### config.mk
export PLATFORM = sky130hd
export DESIGN_NAME = tx_pll_config_clock_ctrl
export DESIGN_NICKNAME = d
export VERILOG_FILES = /design/src/common/txpll_pkg.sv /design/src/core/config_shifter.sv /design/src/core/clkout_divider.sv /design/src/core/tx_pll_config_clock_ctrl.sv
export SDC_FILE = /design/constraint.sdc
export NUM_CORES = 1
export LEC_CHECK = 0
export ABC_AREA = 1
export BUFFER_PORTS_ARGS = -buffer_cell sky130_fd_sc_hd__buf_2
export CORE_UTILIZATION = 50
export DETAILED_ROUTE_END_ITERATION = 10
export PLACE_DENSITY = 0.73
export SLEW_MARGIN = 20
export SYNTH_ARGS = -nofsm -noshare
export SYNTH_HDL_FRONTEND = slang
export SYNTH_HIERARCHICAL = 1
export SYNTH_SLANG_ARGS = --single-unit
### constraint.sdc
create_clock -name sys_clk_in -period 6.15 [get_ports sys_clk_in]
set_input_delay 1.23 -clock sys_clk_in [delete_from_list [all_inputs] [get_ports sys_clk_in]]
set_output_delay 1.23 -clock sys_clk_in [all_outputs]
set_load 0.01 [all_outputs]
### src/common/txpll_pkg.sv
// Notes on behaviour
// - one 32-bit configuration word governs everything
// - carrier word plus band select flag
// - integer part 24 or 32.5 by band
// - deviation word added for upper FSK frequency
// - ASK adds half deviation, rounded down
// - modulation select flag picks ASK or FSK
// - FSK steps the feedback divider word only
// - lock declared after 1280 crystal periods
// - amplifier enabled once locked and configured
// - FSK: RF on with amplifier; ASK: pin too
// - FSK: pin high selects upper frequency
// - 4-bit power level sets amplifier current
// - oscillator runs with enable; ready after amplitude
// - clock output divides by four or eight
// - clock output toggles only when enabled
// - clock output low while powered down
// - clock output low until ready and enabled
// - clock activation synchronized, first period full
// - oscillator-only bit powers synthesizer down
// - one pin carries configuration and transmit data
package txpll_pkg;
  // ************************************************************
  // configuration word layout
  // ************************************************************
  localparam int CFG_W = 32;
  localparam int CARRIER_LSB = 0;
  localparam int CARRIER_MSB = 14;
  localparam int BAND_BIT = 15;
  localparam int DEV_LSB = 16;
  localparam int DEV_MSB = 23;
  localparam int PWR_LSB = 24;
  localparam int PWR_MSB = 27;
  localparam int MOD_BIT = 28;
  localparam int DIVSEL_BIT = 29;
  localparam int CLKEN_BIT = 30;
  localparam int OSCONLY_BIT = 31;
  localparam logic [4:0] BIT_LAST = 5'h1F;

  // ************************************************************
  // timing
  // ************************************************************
  // crystal clock is the system clock, so periods equal cycles
  localparam int LOCK_PERIODS = 1280;
  localparam logic [10:0] LOCK_LAST = 11'(LOCK_PERIODS - 1);
  localparam logic [2:0] DIV_IDLE = 3'h7;
  localparam logic [1:0] DIV4_LAST = 2'h3;
  localparam logic [2:0] DIV8_LAST = 3'h7;

  // ************************************************************
  // register map
  // ************************************************************
  localparam logic [7:0] REG_CONFIG = 8'h00;
  localparam logic [7:0] REG_STATUS = 8'h04;
  localparam logic [7:0] REG_CONTROL = 8'h08;
  localparam int CTRL_ACCEPT_BIT = 0;
  localparam logic CTRL_ACCEPT_RESET = 1'b1;
  localparam int ST_OSC_READY = 0;
  localparam int ST_LOCKED = 1;
  localparam int ST_CFG_DONE = 2;
  localparam int ST_PA_EN = 3;
  localparam int ST_RF_ON = 4;
  localparam int ST_SYNTH_ON = 5;
  localparam int ST_COUNT_LSB = 8;
  localparam int ST_COUNT_MSB = 12;

  typedef enum logic [1:0] {
    LK_OFF = 2'b00,
    LK_SETTLE = 2'b01,
    LK_LOCKED = 2'b10
  } lock_state_t;

  // fractional term of the feedback divider word
  function automatic logic [15:0] frac_word(input logic [14:0] carrier, input logic [7:0] dev,
                                            input logic ask, input logic tx_high);
    logic [7:0] add;
    add = ask ? {1'b0, dev[7:1]} : (tx_high ? dev : 8'h00);
    return {1'b0, carrier} + {8'h00, add};
  endfunction
endpackage

### src/core/config_shifter.sv
`timescale 1ns/1ps
`default_nettype none
module config_shifter
  import txpll_pkg::*;
(
  // clock and reset
  input wire logic clk_in,
  input wire logic rst_n_in,
  // serial side
  input wire logic shift_in,
  input wire logic bit_in,
  input wire logic clear_in,
  // word side
  output logic [CFG_W-1:0] word_out,
  output logic done_out,
  output logic [4:0] count_out
);
  typedef struct packed {
    logic [CFG_W-1:0] sh;
    logic [CFG_W-1:0] word;
    logic [4:0] cnt;
    logic done;
  } shift_state_t;

  shift_state_t s_r, s_nxt;

  always_comb begin
    s_nxt = s_r;
    s_nxt.done = 1'b0;
    if (clear_in) begin
      s_nxt.cnt = 5'h00;
    end else if (shift_in) begin
      s_nxt.sh = {s_r.sh[CFG_W-2:0], bit_in};
      if (s_r.cnt == BIT_LAST) begin
        s_nxt.word = {s_r.sh[CFG_W-2:0], bit_in};
        s_nxt.done = 1'b1;
        s_nxt.cnt = 5'h00;
      end else begin
        s_nxt.cnt = 5'(s_r.cnt + 5'h01);
      end
    end
  end

  always_ff @(posedge clk_in or negedge rst_n_in) begin
    if (!rst_n_in) begin
      s_r <= '0;
    end else begin
      s_r <= s_nxt;
    end
  end

  assign word_out = s_r.word;
  assign done_out = s_r.done;
  assign count_out = s_r.cnt;

  property p_word_done;
    @(posedge clk_in) disable iff (!rst_n_in)
      shift_in && !clear_in && s_r.cnt == BIT_LAST |=> done_out && word_out[0] == $past(bit_in);
  endproperty
  a_word_done: assert property (p_word_done) else $error("word not completed on last bit");
endmodule
`default_nettype wire

### src/core/clkout_divider.sv
`timescale 1ns/1ps
`default_nettype none
module clkout_divider
  import txpll_pkg::*;
(
  // clock and reset
  input wire logic clk_in,
  input wire logic rst_n_in,
  // control
  input wire logic run_in,
  input wire logic clk_enable_in,
  input wire logic div4_in,
  // pin
  output logic clk_out
);
  typedef struct packed {
    logic [2:0] cnt;
    logic active;
    logic div4;
    logic out;
  } div_state_t;

  div_state_t s_r, s_nxt;
  logic boundary;

  // enable and ratio change only at a period edge, so no runt pulse
  always_comb begin
    s_nxt = s_r;
    boundary = s_r.div4 ? (s_r.cnt[1:0] == DIV4_LAST) : (s_r.cnt == DIV8_LAST);
    if (!run_in) begin
      s_nxt.cnt = DIV_IDLE;
      s_nxt.active = 1'b0;
      s_nxt.out = 1'b0;
    end else begin
      if (boundary) begin
        s_nxt.cnt = 3'h0;
        s_nxt.active = clk_enable_in;
        s_nxt.div4 = div4_in;
      end else begin
        s_nxt.cnt = 3'(s_r.cnt + 3'h1);
      end
      s_nxt.out = s_nxt.active & ~(s_nxt.div4 ? s_nxt.cnt[1] : s_nxt.cnt[2]);
    end
  end

  always_ff @(posedge clk_in or negedge rst_n_in) begin
    if (!rst_n_in) begin
      s_r <= '{cnt: DIV_IDLE, default: '0};
    end else begin
      s_r <= s_nxt;
    end
  end

  assign clk_out = s_r.out;

  property p_pd_low;
    @(posedge clk_in) disable iff (!rst_n_in)
      !run_in |=> !clk_out;
  endproperty
  a_pd_low: assert property (p_pd_low) else $error("clock output not low in power-down");

  property p_start_enabled;
    @(posedge clk_in) disable iff (!rst_n_in)
      $rose(clk_out) |-> $past(run_in && clk_enable_in) || s_r.cnt != 3'h0 || $past(s_r.active);
  endproperty
  a_start_enabled: assert property (p_start_enabled) else $error("clock started while disabled");

  property p_div4_high;
    @(posedge clk_in) disable iff (!rst_n_in)
      $rose(clk_out) && s_r.div4 && run_in |-> clk_out [*2] ##1 (!clk_out [*2] or !run_in);
  endproperty
  a_div4_high: assert property (p_div4_high) else $error("divide-by-four shape wrong");

  property p_div8_high;
    @(posedge clk_in) disable iff (!rst_n_in)
      $rose(clk_out) && !s_r.div4 ##1 run_in [*3] |-> clk_out [*1] ##0 $past(clk_out, 3);
  endproperty
  a_div8_high: assert property (p_div8_high) else $error("divide-by-eight high phase short");
endmodule
`default_nettype wire

### src/core/tx_pll_config_clock_ctrl.sv
// The Wishbone slave port and the placing of the registers were decided locally.
`timescale 1ns/1ps
`default_nettype none
module tx_pll_config_clock_ctrl
  import txpll_pkg::*;
(
  // clock and reset
  input wire logic sys_clk_in,
  input wire logic rst_n_in,
  // device pins
  input wire logic enable_pin_in,
  input wire logic serial_clk_in,
  input wire logic shared_serial_tx_pin_in,
  input wire logic osc_amp_ok_in,
  // wishbone slave
  input wire logic wb_cyc_in,
  input wire logic wb_stb_in,
  input wire logic wb_we_in,
  input wire logic [7:0] wb_adr_in,
  input wire logic [3:0] wb_sel_in,
  input wire logic [31:0] wb_dat_in,
  output logic [31:0] wb_dat_out,
  output logic wb_ack_out,
  // synthesizer and amplifier controls
  output logic osc_ready_flag_out,
  output logic synth_on_out,
  output logic locked_out,
  output logic band_select_out,
  output logic [15:0] fb_frac_out,
  output logic power_amplifier_en_out,
  output logic rf_on_out,
  output logic [3:0] pa_power_level_out,
  // divided crystal clock
  output logic clk_out
);
  // ************************************************************
  // reset release
  // ************************************************************
  logic [1:0] rst_pipe;
  logic rst_n;

  always_ff @(posedge sys_clk_in or negedge rst_n_in) begin
    if (!rst_n_in) begin
      rst_pipe <= 2'b00;
    end else begin
      rst_pipe <= {rst_pipe[0], 1'b1};
    end
  end

  assign rst_n = rst_pipe[1];

  // ************************************************************
  // state
  // ************************************************************
  typedef struct packed {
    logic [1:0] en_sync;
    logic [1:0] amp_sync;
    logic [1:0] sck_sync;
    logic [1:0] sdat_sync;
    logic sck_prev;
    logic [CFG_W-1:0] cfg;
    logic cfg_done;
    lock_state_t lock_st;
    logic locked;
    logic [10:0] lock_cnt;
    logic osc_ready;
    logic synth_on;
    logic pa_en;
    logic rf_on;
    logic [15:0] frac;
    logic band;
    logic [3:0] pa_power_level;
    logic ctrl_accept;
    logic wb_ack;
    logic [31:0] wb_dat;
  } top_state_t;

  top_state_t s_r, s_nxt;

  // ************************************************************
  // serial loader
  // ************************************************************
  logic sck_rise;
  logic word_done;
  logic [CFG_W-1:0] word;
  logic [4:0] bit_count;
  logic powered;
  logic tx_level;

  assign powered = s_r.en_sync[1];
  assign sck_rise = s_r.sck_sync[1] & ~s_r.sck_prev;
  assign tx_level = s_r.sdat_sync[1];

  // the same pin bit feeds the shifter and the modulator
  config_shifter u_shifter (
    .clk_in(sys_clk_in),
    .rst_n_in(rst_n),
    .shift_in(sck_rise & s_r.ctrl_accept),
    .bit_in(tx_level),
    .clear_in(~powered),
    .word_out(word),
    .done_out(word_done),
    .count_out(bit_count)
  );

  // ************************************************************
  // register decode
  // ************************************************************
  function automatic logic reg_hit(input logic [7:0] adr, input logic [7:0] offs);
    return adr == offs;
  endfunction

  logic wb_req;
  logic reload_moves;
  logic [31:0] status_word;

  assign wb_req = wb_cyc_in & wb_stb_in & ~s_r.wb_ack;
  assign reload_moves = word_done &&
    (word[CARRIER_MSB:CARRIER_LSB] != s_r.cfg[CARRIER_MSB:CARRIER_LSB] ||
     word[BAND_BIT] != s_r.cfg[BAND_BIT]);

  always_comb begin
    status_word = 32'h0000_0000;
    status_word[ST_OSC_READY] = s_r.osc_ready;
    status_word[ST_LOCKED] = s_r.locked;
    status_word[ST_CFG_DONE] = s_r.cfg_done;
    status_word[ST_PA_EN] = s_r.pa_en;
    status_word[ST_RF_ON] = s_r.rf_on;
    status_word[ST_SYNTH_ON] = s_r.synth_on;
    status_word[ST_COUNT_MSB:ST_COUNT_LSB] = bit_count;
  end

  // ************************************************************
  // next state
  // ************************************************************
  always_comb begin
    s_nxt = s_r;

    // pin synchronisers
    s_nxt.en_sync = {s_r.en_sync[0], enable_pin_in};
    s_nxt.amp_sync = {s_r.amp_sync[0], osc_amp_ok_in};
    s_nxt.sck_sync = {s_r.sck_sync[0], serial_clk_in};
    s_nxt.sdat_sync = {s_r.sdat_sync[0], shared_serial_tx_pin_in};
    s_nxt.sck_prev = s_r.sck_sync[1];

    // oscillator ready sticks until the enable pin drops
    s_nxt.osc_ready = powered & (s_r.osc_ready | s_r.amp_sync[1]);

    // configuration word
    if (!powered) begin
      s_nxt.cfg_done = 1'b0;
    end else if (word_done) begin
      s_nxt.cfg = word;
      s_nxt.cfg_done = 1'b1;
    end

    // synthesizer runs only in normal operation
    s_nxt.synth_on = powered & s_r.cfg_done & ~s_r.cfg[OSCONLY_BIT];

    // lock timer counts crystal periods from oscillator ready with the synthesizer on
    case (s_r.lock_st)
      LK_OFF: begin
        s_nxt.lock_cnt = 11'h000;
        if (s_r.osc_ready && s_r.synth_on) begin
          s_nxt.lock_st = LK_SETTLE;
        end
      end
      LK_SETTLE: begin
        if (s_r.lock_cnt == LOCK_LAST) begin
          s_nxt.lock_st = LK_LOCKED;
        end else begin
          s_nxt.lock_cnt = 11'(s_r.lock_cnt + 11'h001);
        end
      end
      LK_LOCKED: begin
        s_nxt.lock_cnt = s_r.lock_cnt;
      end
      default: begin
        s_nxt.lock_st = LK_OFF;
      end
    endcase
    if (!s_r.osc_ready || !s_r.synth_on) begin
      s_nxt.lock_st = LK_OFF;
      s_nxt.lock_cnt = 11'h000;
    end else if (reload_moves) begin
      s_nxt.lock_st = LK_SETTLE;
      s_nxt.lock_cnt = 11'h000;
    end
    // own flop so the pin does not hang off a state decode
    s_nxt.locked = s_nxt.lock_st == LK_LOCKED;

    // amplifier waits for lock and a full word
    s_nxt.pa_en = (s_r.lock_st == LK_LOCKED) & s_r.cfg_done & s_r.synth_on;
    // ask keys the carrier with the pin; fsk transmits whenever enabled
    s_nxt.rf_on = s_r.pa_en & (~s_r.cfg[MOD_BIT] | tx_level);

    // divider word: fsk flips between low and high words, oscillator untouched
    s_nxt.frac = frac_word(s_r.cfg[CARRIER_MSB:CARRIER_LSB], s_r.cfg[DEV_MSB:DEV_LSB],
                           s_r.cfg[MOD_BIT], tx_level);
    s_nxt.band = s_r.cfg[BAND_BIT];
    s_nxt.pa_power_level = s_r.cfg[PWR_MSB:PWR_LSB];

    // wishbone: one wait state, unmapped reads give zero
    s_nxt.wb_ack = wb_req;
    s_nxt.wb_dat = 32'h0000_0000;
    if (wb_req) begin
      if (reg_hit(wb_adr_in, REG_CONFIG)) begin
        s_nxt.wb_dat = s_r.cfg;
      end else if (reg_hit(wb_adr_in, REG_STATUS)) begin
        s_nxt.wb_dat = status_word;
      end else if (reg_hit(wb_adr_in, REG_CONTROL)) begin
        s_nxt.wb_dat[CTRL_ACCEPT_BIT] = s_r.ctrl_accept;
        if (wb_we_in && wb_sel_in[0]) begin
          s_nxt.ctrl_accept = wb_dat_in[CTRL_ACCEPT_BIT];
        end
      end
    end
  end

  always_ff @(posedge sys_clk_in or negedge rst_n) begin
    if (!rst_n) begin
      s_r <= '{lock_st: LK_OFF, ctrl_accept: CTRL_ACCEPT_RESET, default: '0};
    end else begin
      s_r <= s_nxt;
    end
  end

  // ************************************************************
  // clock output
  // ************************************************************
  clkout_divider u_clkout (
    .clk_in(sys_clk_in),
    .rst_n_in(rst_n),
    .run_in(s_r.osc_ready),
    .clk_enable_in(s_r.cfg[CLKEN_BIT]),
    .div4_in(s_r.cfg[DIVSEL_BIT]),
    .clk_out(clk_out)
  );

  // ************************************************************
  // outputs
  // ************************************************************
  assign wb_dat_out = s_r.wb_dat;
  assign wb_ack_out = s_r.wb_ack;
  assign osc_ready_flag_out = s_r.osc_ready;
  assign synth_on_out = s_r.synth_on;
  assign locked_out = s_r.locked;
  assign band_select_out = s_r.band;
  assign fb_frac_out = s_r.frac;
  assign power_amplifier_en_out = s_r.pa_en;
  assign rf_on_out = s_r.rf_on;
  assign pa_power_level_out = s_r.pa_power_level;

  // ************************************************************
  // checks
  // ************************************************************
  property p_cfg_load;
    @(posedge sys_clk_in) disable iff (!rst_n)
      word_done && powered |=> s_r.cfg_done && s_r.cfg == $past(word);
  endproperty
  a_cfg_load: assert property (p_cfg_load) else $error("word not taken on completion");

  property p_lock_time;
    @(posedge sys_clk_in) disable iff (!rst_n)
      s_r.lock_st == LK_SETTLE && s_r.lock_cnt == 11'h000 && s_r.osc_ready && s_r.synth_on
      ##1 (s_r.lock_st == LK_SETTLE) [*8] |-> s_r.lock_cnt == 11'h008;
  endproperty
  a_lock_time: assert property (p_lock_time) else $error("lock counter not counting periods");

  property p_lock_end;
    @(posedge sys_clk_in) disable iff (!rst_n)
      $rose(s_r.lock_st == LK_LOCKED) |-> $past(s_r.lock_cnt) == LOCK_LAST;
  endproperty
  a_lock_end: assert property (p_lock_end) else $error("locked before 1280 periods");

  property p_pa_gate;
    @(posedge sys_clk_in) disable iff (!rst_n)
      s_r.pa_en |-> $past(s_r.lock_st == LK_LOCKED && s_r.cfg_done && s_r.synth_on);
  endproperty
  a_pa_gate: assert property (p_pa_gate) else $error("amplifier on without lock");

  property p_rf_fsk;
    @(posedge sys_clk_in) disable iff (!rst_n)
      s_r.pa_en && !s_r.cfg[MOD_BIT] |=> s_r.rf_on;
  endproperty
  a_rf_fsk: assert property (p_rf_fsk) else $error("fsk carrier not on");

  property p_rf_ask;
    @(posedge sys_clk_in) disable iff (!rst_n)
      s_r.pa_en && s_r.cfg[MOD_BIT] |=> s_r.rf_on == $past(tx_level);
  endproperty
  a_rf_ask: assert property (p_rf_ask) else $error("ask keying does not follow pin");

  property p_fsk_word;
    @(posedge sys_clk_in) disable iff (!rst_n)
      !s_r.cfg[MOD_BIT] ##1 !s_r.cfg[MOD_BIT] && $stable(s_r.cfg) |->
        s_r.frac == {1'b0, s_r.cfg[CARRIER_MSB:CARRIER_LSB]}
          + ($past(tx_level) ? {8'h00, s_r.cfg[DEV_MSB:DEV_LSB]} : 16'h0000);
  endproperty
  a_fsk_word: assert property (p_fsk_word) else $error("fsk divider word wrong");

  property p_ask_word;
    @(posedge sys_clk_in) disable iff (!rst_n)
      s_r.cfg[MOD_BIT] ##1 $stable(s_r.cfg) |->
        s_r.frac == {1'b0, s_r.cfg[CARRIER_MSB:CARRIER_LSB]}
          + {9'h000, s_r.cfg[DEV_MSB:DEV_LSB+1]};
  endproperty
  a_ask_word: assert property (p_ask_word) else $error("ask divider word wrong");

  property p_osc_ready;
    @(posedge sys_clk_in) disable iff (!rst_n)
      $rose(s_r.osc_ready) |-> $past(s_r.amp_sync[1] && powered);
  endproperty
  a_osc_ready: assert property (p_osc_ready) else $error("ready without amplitude");

  property p_osc_only;
    @(posedge sys_clk_in) disable iff (!rst_n)
      s_r.cfg[OSCONLY_BIT] && $stable(s_r.cfg) |-> !s_r.synth_on ##1 !s_r.pa_en;
  endproperty
  a_osc_only: assert property (p_osc_only) else $error("synthesizer on in oscillator-only");

  property p_reload;
    @(posedge sys_clk_in) disable iff (!rst_n)
      reload_moves && s_r.osc_ready && s_r.synth_on |=>
        s_r.lock_st == LK_SETTLE && s_r.lock_cnt == 11'h000 ##1 !s_r.pa_en;
  endproperty
  a_reload: assert property (p_reload) else $error("lock not restarted on reload");

  property p_wb_ack;
    @(posedge sys_clk_in) disable iff (!rst_n)
      wb_cyc_in && wb_stb_in && !wb_ack_out |=> wb_ack_out ##1 !wb_ack_out;
  endproperty
  a_wb_ack: assert property (p_wb_ack) else $error("bus answer not one cycle");
endmodule
`default_nettype wire

After elaboration in Yosys (flattened, before gate mapping):

Cells that the tools add are included.

* $add $sub $neg: 4
* eq/ne operators: 14
* multiplexer cells: 31
* bitwise gates (word level): 20
* reductions and logical operators: 15

Operators by type and width (count)
* two-way mux 32 bit: 2
* two-way mux 11 bit: 3
* one-hot mux 11 bit (2 select lines): 1
* adder 15 x 8 -> 16 bit: 1
* two-way mux 8 bit: 2
* != test 15 bit: 1
* two-way mux 12 bit: 1
* two-way mux 2 bit: 6
* adder 11 x 1 -> 11 bit, second input constant: 1
* AND 1 bit: 11
* equality test 11 bit, second input constant: 1
* two-way mux 5 bit: 2
* two-way mux 1 bit: 9
* equality test 8 x 3 -> 1 bit, second input constant: 1
* equality test 8 x 4 -> 1 bit, second input constant: 1
* logical NOT 8 bit: 1
* NOT 1 bit: 7
* equality test 2 bit, second input constant: 3
* two-way mux 3 bit: 2
* two-way mux 6 bit: 1
* one-hot mux 2 bit (3 select lines): 1
* AND reduction 2 bit: 3
* adder 5 x 1 -> 5 bit, second input constant: 1
* equality test 5 bit, second input constant: 1
* other kinds (15): 21

* bits in registers: 192
* output and inout port bits: 60
* logic and storage cells: 113

Depth between registers and ports, before layout:

Gate-level depths: netlist (run 1).

* depth after elaboration: 8
* mapped depth: 13
* gate-level depth less buffers: 13

By module:

Netlist (run 1), hierarchy kept.

Modules (own cells, without submodules)
* tx_pll_config_clock_ctrl: instances 1, cells an instance 633, area an instance 5579.1 um^2, seq. area each 2929.1 um^2
* config_shifter: instances 1, cells an instance 308, area an instance 3066.7 um^2, seq. area each 1726.7 um^2
* clkout_divider: instances 1, cells an instance 34, area an instance 307.8 um^2, seq. area each 153.9 um^2

Worst setup path after synthesis (run 1):

No wires, ideal clock.

* path type: input to register
* start point: input wb_adr_in[1]
* end point: register s_r (netlist bit wb_dat_out[10])
* data arrival time: 2109 ps
* data required time: 6072 ps
* setup slack: 3963 ps
* stages on the path: 5
* buffers on the path: 1
* path through: or2_1 -> nor4_4 -> buf_2 -> nand2_1 -> a21oi_1

RTL lines
* start: declaration: line tx_pll_config_clock_ctrl.sv:19 `input wire logic [7:0] wb_adr_in,`
* end signal: assignment: line tx_pll_config_clock_ctrl.sv:224 `s_r <= s_nxt;`
* end: declaration: line tx_pll_config_clock_ctrl.sv:78 `top_state_t s_r, s_nxt;`

==> results.md, run 1 <==
STA:
- Setup violations remaining at the end of the flow were counted as 0.
- The headroom to the max-slew limit is 33.1%.
- At the pin with the least slew margin, the transition time is 1.00 ns.
- After layout, the worst path uses 44.9% of the clock period.
- The final hold violation count is 0.
- Setup repair after global routing left no endpoint under its margin.
- The shortest clock period the worst path allows after layout is ~2.8 ns.
- The count of final max-slew check failures is 0.
- Timing would allow up to 0.362 GHz.
- The setup TNS is 0 ns.
- The clock skew after layout is 0.00976 ns.

Run:
- The tool flagged a number of max-cap violations equal to 0.

Layout:
- The number of nets in the layout is 1,022.
- The synthesis-to-finish area growth is 4.64%.
- The antenna diode count is 0.
- The number of filler cells placed in the layout is 1,530.
- The post-route netlist has 18.7% of its cells at a drive strength greater than 1.

Drt:
- The count of unresolved DRC violations after routing is 0.
- For this block, the routed nets add up to 15,700 microns of wire.
- The via count of the routed design is approximately 6k.
- The detailed-router iteration count before antenna repair is 4.
- The average vias per placed instance is 4.94.
- The detailed router's first-iteration violation count is 401.
- The detail route stage leaves a number of antenna-violating nets equal to 0.
- The average wire per cell in the routed design is 13.2 microns.

Critical path:
- The signal on the critical path passes through buf_2 > or2_1 > nor4_4 > inv_1 > nor3_1.
- The worst setup path is of the in -> reg kind.
- The critical path data required time is about 6.5 ns.
- The number of buffers and inverters on the critical path is 2.
- Data on the critical path arrives at its endpoint at just over 3 ns.
- The element type at the critical path start is an input pin.
- The delay of the slowest cell on the worst path is 0.63 ns.
- Among all stages on the critical path, the largest delay is contributed by sky130_fd_sc_hd__nor4_4.
- In this design, the largest share of critical-path delay is due to simple AND/OR/NAND/NOR gates.
- Along the worst path, the maximum fanout reaches 21.
- The worst reg-to-reg setup slack is 3.71 ns.
- STA classifies the critical path endpoint as a register.

Clock tree:
- TritonCTS built the clock tree.
- Clock-pin slew was measured on the worst setup and hold paths at 0.07 ns.
- The post-CTS setup-driven buffer insertion count is 0.
- The buffer type at the clock tree root is sky130_fd_sc_hd__clkbuf_16.
- The number of H-tree branching levels is 4.
- Counting the buffers created by CTS gives 17.
- The quantity of gates resized following cts is 0.
- The longest clock path from root to sink contains 2 buffers.
- The later-pin clock latency in the skew report is 0.43 ns.
- The clock net in this run drives a total of 192 sinks.
- The number of buffers inserted for hold repair after clock tree synthesis is 0.

Floorplan:
- Row generation in the floorplan step produced 48 rows.
- The floorplan core area is 17,400 sq um.
- The width of the die is 136 microns.
- The die covers 18,400 sq um.
- The die is 136 microns tall.
- The starting density of the core is between 50 and 60%.
- In this run the count of I/O pins placed on the die edge is between 100 and 150.

Global routing:
- The first global-routing pass estimated 26,200 microns of wire.
- The final global-route overflow total is 0.
- The initial antenna violation count came to 0.
- Entering global routing, the biggest net connects 75 pins.
- The combined global-route utilization of all metal layers is 18.3%.
- The via count of the first global-routing pass is ~5.5k.

Synthesis:
- The register area share after synthesis is 53.7%.
- The synthesized design contains 0 enable-type register cells.
- The leading cell type by number of instances after synthesis is sky130_fd_sc_hd__nand2_1.
- The biggest area consumer among synthesized cells is sky130_fd_sc_hd__dfrtp_1.
- The synthesized area per cell is 9.18 sq um.
- Sorting the synthesized cells by area gives the leading types as sky130_fd_sc_hd__dfrtp_1 (53%), sky130_fd_sc_hd__nand2_1 (10%), sky130_fd_sc_hd__buf_4 (8.0%).
- The post-synthesis instance total is ~980.
- The count of warnings emitted by yosys is 6.
- The async set-reset flop share out of synthesis is between 90% and 100%.
- The total of flip-flops plus latches after synthesis is 192.
- The total nets after synthesis is 1,042.
- The proportion of netlist area held by the largest area contributor is 52.5%.
- In this run the cell area of the synthesized design comes to around 9000 sq um.
- The synthesized netlist contains 41 unique library cells.
- For this run, the leading register cell type out of synthesis is sky130_fd_sc_hd__dfrtp_1.
- Sorting the synthesized cells by how often they occur yields sky130_fd_sc_hd__nand2_1 (238), sky130_fd_sc_hd__dfrtp_1 (188), sky130_fd_sc_hd__inv_1 (104).

Hold path:
- The worst min-delay path category is reg -> async.

Pwr:
- The design draws between 2 and 2.5 mW.
- The power per cell area is ~270 nW/um^2.
- Summed over all cells, the static leakage comes to between 4 and 5 nW.
- The worst voltage drop across the vdd grid is 0.000182 V.

Place:
- The detailed-placement wirelength estimate is 10,800 microns.
- The congestion estimate from routability-driven global placement came to 0.869.
- The count of buffers from port buffering is a little under 80.

Outcome:
- The run finished with clean final reports.
## per-stage QoR
stage	instance area, sq um	util, %	hold slack (ns)	instances	setup slack, ns
after floorplan	8950	-	0.331	975	0.411
after global placement	8780	50.4	0.333	1161	3.01
after detailed placement	8780	50.4	0.337	1161	2.92
after CTS	9370	53.8	0.350	1193	3.37
after global routing	9370	53.8	0.357	1193	3.22
final	9370	53.8	0.346	1193	3.39
## path summary, 6_finish.rpt
path	from	to	cells after the start
setup / recovery	wb_adr_in[1]	wb_dat_out[23]$_DFF_PN0_	5
hold / removal	rst_pipe[1]$_DFF_PN0_	s_r[65]$_DFFE_PN0P_	0
setup reg to reg	s_r[102]$_DFFE_PN0P_	fb_frac_out[14]$_DFF_PN0_	11
hold reg to reg	rst_pipe[1]$_DFF_PN0_	s_r[65]$_DFFE_PN0P_	0
max in group asynchronous	rst_pipe[1]$_DFF_PN0_	s_r[90]$_DFFE_PN0P_	1
min in group sys_clk_in	s_nxt[110]$_DFF_PN0_	s_nxt[106]$_DFF_PN0_	0
## state kept, by name, indices dropped and copies added, names as in the netlist
name                    count
rst_pipe                    2
u_shifter/count_out         5
u_shifter/s_r              31
wb_ack_out                  1
u_shifter/done_out          1
u_clkout/clk_out            1
osc_ready_flag_out          1
powered                     1
s_nxt                      10
fb_frac_out                16
u_shifter/word_out         32
s_r                        45
synth_on_out                1
wb_dat_out                 32
pa_power_level_out          4
power_amplifier_en_out      1
band_select_out             1
locked_out                  1
rf_on_out                   1
u_clkout/s_r                5
## layout make-up
class	count	area (sq um)	area share, %
inverters	112	420	4.49
repair buffers	82	420	4.49
multi-input cells	550	2840	30.3
clock buffers	19	443	4.73
flip-flops and latches	192	4810	51.4
well taps	225	282	3.00
clock inverters	13	149	1.59
## report_power, final
group	switching (mW)	internal, mW
Sequential	0.0185	1.29
Clock	0.475	0.619
Combinational	0.0612	0.0236
## cells by family after synthesis
logic type	after synthesis	share of synthesized area, %
multiplexers	7	0.880
AND/OR/NAND/NOR	384	18.4
other	1	0.0419
flip-flops	192	53.7
AO/OA/AOI/OAI	128	8.76
XOR/XNOR	16	1.57
adder cells (fa/ha/maj)	14	2.04
buffers and inverters	233	14.5
## placed cells by master, fill, tap and decap left out, drive strengths merged, types with 4 or more instances in the layout
cell type,synthesis,final
nor3,25,25
clkbuf,7,19
mux2,7,7
inv,110,116
dfstp,4,4
a21oi,27,27
o22ai,7,7
nand2,247,247
dfrtp,188,188
o21ai,89,89
buf,114,82
nand3,18,18
xnor2,5,5
nand4,24,24
xor2,11,11
ha,13,13
nor2,63,63
clkinv,2,6
## per-layer routing
layer  GRT usage, %  share of wire, %  vias up
met2           29.1                48      128
li1               -                 -     2963
met5              0                 0        -
met3           3.32               3.7       28
met4           7.49               1.9        0
met1           24.6                47     2777
## worst register-to-register path, cell delays in order, from the launching register on
cell                       delay (ns)
sky130_fd_sc_hd__dfrtp_1         0.36
sky130_fd_sc_hd__clkinv_1        0.23
sky130_fd_sc_hd__o22ai_1         0.25
sky130_fd_sc_hd__ha_1            0.20
sky130_fd_sc_hd__inv_1           0.08
sky130_fd_sc_hd__fa_1            0.42
sky130_fd_sc_hd__o21ai_2         0.23
sky130_fd_sc_hd__nand2_1         0.07
sky130_fd_sc_hd__nand2_1         0.11
sky130_fd_sc_hd__nand3_1         0.13
sky130_fd_sc_hd__nor2_1          0.15
sky130_fd_sc_hd__xor2_1          0.15
Power figures use the tool's default switching activity.
==> run 2, diff against run 1 <==
--- a/config.mk
+++ b/config.mk
@@ -9,7 +9,7 @@
 export BUFFER_PORTS_ARGS = -buffer_cell sky130_fd_sc_hd__buf_2
 export CORE_UTILIZATION = 50
 export DETAILED_ROUTE_END_ITERATION = 10
-export PLACE_DENSITY = 0.73
+export PLACE_DENSITY = 0.7
 export SLEW_MARGIN = 20
 export SYNTH_ARGS = -nofsm -noshare
 export SYNTH_HDL_FRONTEND = slang
==> constraint.sdc (replaced) <==
create_clock -name sys_clk_in -period 2.8 [get_ports sys_clk_in]
set_input_delay 0.56 -clock sys_clk_in [delete_from_list [all_inputs] [get_ports sys_clk_in]]
set_output_delay 0.56 -clock sys_clk_in [all_outputs]
set_load 0.01 [all_outputs]
==> run 2 against run 1 <==
Against the previous run: sequential power up 120%; clock skew barely moved; sequential share of layout area down 0.60 points; first-iteration DRC count is 13% lower; global-route usage rose by 0.59 points; worst hold slack got worse by 0.11 ns; non-clock buffer count is 10 higher; final cell count is 0.84% higher; wire length rose by 0.93%.
==> results.md, run 2 (synthesized netlist as in run 1, its figures left out) <==
Outcome:
- The flow ran to the end, and the final reports show no timing, DRC or antenna violations.

Clock tree:
- The clock-pin slew of the registers on the worst-case setup and hold paths came to 0.07 ns (about the same).
- The TritonCTS buffer count is 17 (unchanged).
- The root buffer cell chosen for the clock tree is sky130_fd_sc_hd__clkbuf_16.
- The later-pin clock latency in the skew report is 0.43 ns (about the same).
- The clock sink count is 192 (unchanged).
- TritonCTS built the clock tree.
- The post-CTS setup-driven buffer insertion count is 0 (unchanged).
- The maximum root-to-sink buffer count was 2 (unchanged).
- The number of H-tree branching levels was 4 (unchanged).

STA:
- The worst-margin pin slew is 0.710 ns (-0.290 ns).
- The count of final max-slew check failures was 0 (unchanged).
- Setup repair after global routing left no endpoint under its margin.
- The setup TNS is 0 ns (unchanged).
- The final hold violation count came to 0 (unchanged).
- The headroom to the max-slew limit is 52.6% (+20 points).
- The clock skew after layout came to 0.00979 ns (+0.0000234 ns).
- The final critical-path share of the clock period is 87.0%.
- The final number of setup-violating endpoints is 0 (unchanged).
- The fmax is 0.411 GHz.
- The shortest clock period the worst path allows after layout is 2.43 ns.

Layout:
- The area taken by flip-flops and latches is 4810 sq um (unchanged).
- The flip-flop count of the largest register, all copies and words added came to 45 (unchanged).
- The combined area of the multi-input logic cells came to 2840 sq um (unchanged).
- The antenna diode count came to 0 (unchanged).
- The number of filler cells placed in the layout is 1,572 (+2.7%).
- The register with the most flip-flops is s_r.
- The post-route cell area is 9480 sq um (+1.2%).
- The number of nets in the layout was 1,032 (+0.98%).
- In the layout the commonest cells are sky130_fd_sc_hd__nand2_1 (238), sky130_fd_sc_hd__dfrtp_1 (187), sky130_fd_sc_hd__inv_1 (104), sky130_fd_sc_hd__buf_2 (78), sky130_fd_sc_hd__nor2_1 (58).
- The fraction of final layout cells with drive strength greater than 1 is 19.3% (+0.63 points).
- From synthesis to final layout, the design area changed by 5.87%.
- Leaving out fill and tap cells, the most frequent cell in the layout is sky130_fd_sc_hd__nand2_1.

Drt:
- The average wire per cell in the routed design is 13.2 microns (about the same).
- The final routed wirelength across all metal layers came to 15,900 microns (+0.93%).
- The detailed-router iteration count before antenna repair was 5 (+1).
- The detailed router's first-iteration violation count came to 350 (-13%).
- The via count of the routed design is 5,919 (+0.39%).
- The residual antenna-violating net count after detailed routing came to 0 (unchanged).
- The count of unresolved DRC violations after routing is 0 (unchanged).
- The average vias per placed instance is 4.92 (-0.44%).

Critical path:
- The logic depth of the worst register-to-register path came to 11 (unchanged).
- STA classifies the critical path endpoint as a register.
- The largest driver fanout on the critical path was 9 (-57%).
- The delay of the slowest cell on the worst path is 0.42 ns (-0.21 ns).
- The logic depth of the worst setup path including buffers is 11 (+6).
- In this run the critical register-to-register path is launched from s_r[102]$_DFFE_PN0P_.
- The slowest stage of the critical path belongs to the cell sky130_fd_sc_hd__fa_1.
- The worst reg-to-reg setup slack is 0.37 ns (-3.34 ns).
- The critical path data required time was 3.15 ns (-3.32 ns).
- The number of buffers and inverters on the critical path was 2 (unchanged).
- The critical path is of the reg -> reg type.
- The signal on the critical path passes through clkinv_1 > o22ai_1 > ha_1 > inv_1 > fa_1 > o21ai_2 > nand2_1 > nand2_1 > nand3_1 > nor2_1 > xor2_1.
- On the critical path the largest part of the delay comes from adder cells.
- STA classifies the critical path startpoint as a register.
- The capture point of the worst reg-to-reg path is fb_frac_out[12]$_DFF_PN0_.
- The critical path starts at s_r[102]$_DFFE_PN0P_.
- The most prevalent standard cell on the critical path is sky130_fd_sc_hd__nand2_1.
- The most critical setup path has its endpoint at fb_frac_out[12]$_DFF_PN0_.
- The arrival time reported for the critical path endpoint is 2.79 ns (-0.29 ns).

Floorplan:
- The count of boundary I/O pins came to 113 (unchanged).
- The row count is 48 (unchanged).
- The width of the die is 136 microns (unchanged).
- The floorplan core area is 17,400 sq um (unchanged).
- The starting density of the core is 51.4% (unchanged).
- The overall die height came to 136 microns (unchanged).
- The area of the die was 18,400 sq um (unchanged).

Place:
- The count of buffers from port buffering is 78 (unchanged).
- The detailed-placement wirelength estimate is 11,000 microns (+1.9%).
- The routability congestion estimate is 0.869 (about the same).
- The standard cell area after detailed placement is 8880 sq um (+1.2%).

Global routing:
- The initial antenna violation count is 1 (+1).
- The via count of the first global-routing pass is 5,499 (+0.84%).
- The first-pass GRT wire length is 27,000 microns (+3.4%).
- The largest net degree at the start of global routing is 105 (+40%).
- The final global-route overflow total is 0 (unchanged).
- The combined global-route utilization of all metal layers is 18.9% (+0.59 points).

Pwr:
- The power per cell area is 575 nW/um^2 (+120%).
- The static power due to leakage is 4.71 nW (+1.0%).
- The worst voltage drop across the vdd grid was 0.000455 V (+150%).

Hold path:
- The worst hold path begins at osc_amp_ok_in.
- The path class of the tightest hold or removal check is in -> reg.

Run:
- The number of max-cap violations is 0 (unchanged).
-- run 2: changes by cell type in the layout (fill, tap and decap cells not counted), moves of 2 or more --
cell	delta
sky130_fd_sc_hd__clkinv_2	-2
sky130_fd_sc_hd__clkinvlp_4	+2
sky130_fd_sc_hd__buf_12	+3
sky130_fd_sc_hd__buf_4	+6
-- run 2: area by class of cell --
class / count / area share [%]
inverter: 112 / 4.44
multi-input combinational: 550 / 30.0
clock buffer: 19 / 4.57
tap: 225 / 2.97
timing repair buffer: 92 / 5.65
clock inverter: 13 / 1.62
sequential: 192 / 50.8
-- run 2: per-stage QoR --
stage                     instances  power [mW]  hold WS, ns  util, %  setup WS [ns]
after floorplan                 975        3.05        0.264        -          0.674
after global placement         1170        3.11        0.333     51.0          0.424
after detailed placement       1170        3.11        0.338     51.0          0.364
after CTS                      1203        5.51        0.221     54.4          0.354
after global routing           1203        5.68        0.222     54.4         0.0874
final                          1203        5.45        0.236     54.4          0.365
-- run 2: timing repair --
| item | 4_1_cts | 5_1_grt |
|---|---|---|
| endpoints found under the hold margin | 2 | 0 |
| gates resized for setup | 0 | 0 |
| hold buffers | 1 | 0 |
| setup endpoints to repair | 0 | 0 |
-- run 2: how the worst min path moves through the flow --
stage                            end  slack (ns)  cells after the start
4_1_cts         s_nxt[112]$_DFF_PN0_        0.22                      1
2_1_floorplan  rst_pipe[0]$_DFF_PN0_        0.26                      0
5_1_grt         s_nxt[112]$_DFF_PN0_        0.22                      1
3_5_place_dp      s_r[112]$_DFF_PN0_        0.34                      0
3_3_place_gp      s_r[112]$_DFF_PN0_        0.33                      0
6_report        s_nxt[112]$_DFF_PN0_        0.24                      1
-- run 2: metal layers --
metal | global-route usage (%) | wire (microns) | part of all wire, % | vias up
li1 | - | - | - | 2980
met1 | 26.3 | 7540 | 48 | 2802
met2 | 29.5 | 7450 | 47 | 120
met3 | 3.84 | 688 | 4.3 | 17
met4 | 5.93 | 191 | 1.2 | 0
met5 | 0 | 0 | 0 | -
-- run 2: worst register-to-register path: stages, from the launching register on --
cell and delay, ns:
sky130_fd_sc_hd__dfrtp_1 0.37, sky130_fd_sc_hd__clkinv_1 0.21, sky130_fd_sc_hd__o22ai_1 0.23, sky130_fd_sc_hd__ha_1 0.20, sky130_fd_sc_hd__inv_1 0.08, sky130_fd_sc_hd__fa_1 0.42, sky130_fd_sc_hd__o21ai_2 0.22, sky130_fd_sc_hd__nand2_1 0.08
sky130_fd_sc_hd__nand2_1 0.12, sky130_fd_sc_hd__nand3_1 0.13, sky130_fd_sc_hd__nor2_1 0.14, sky130_fd_sc_hd__xor2_1 0.16
-- run 2: where the power goes --
group          leakage [nW]  internal, mW  total [mW]  switching [mW]
clock                 0.278          1.34        2.39            1.06
sequential             2.63          2.82        2.85          0.0268
combinational          1.80        0.0593       0.207           0.147
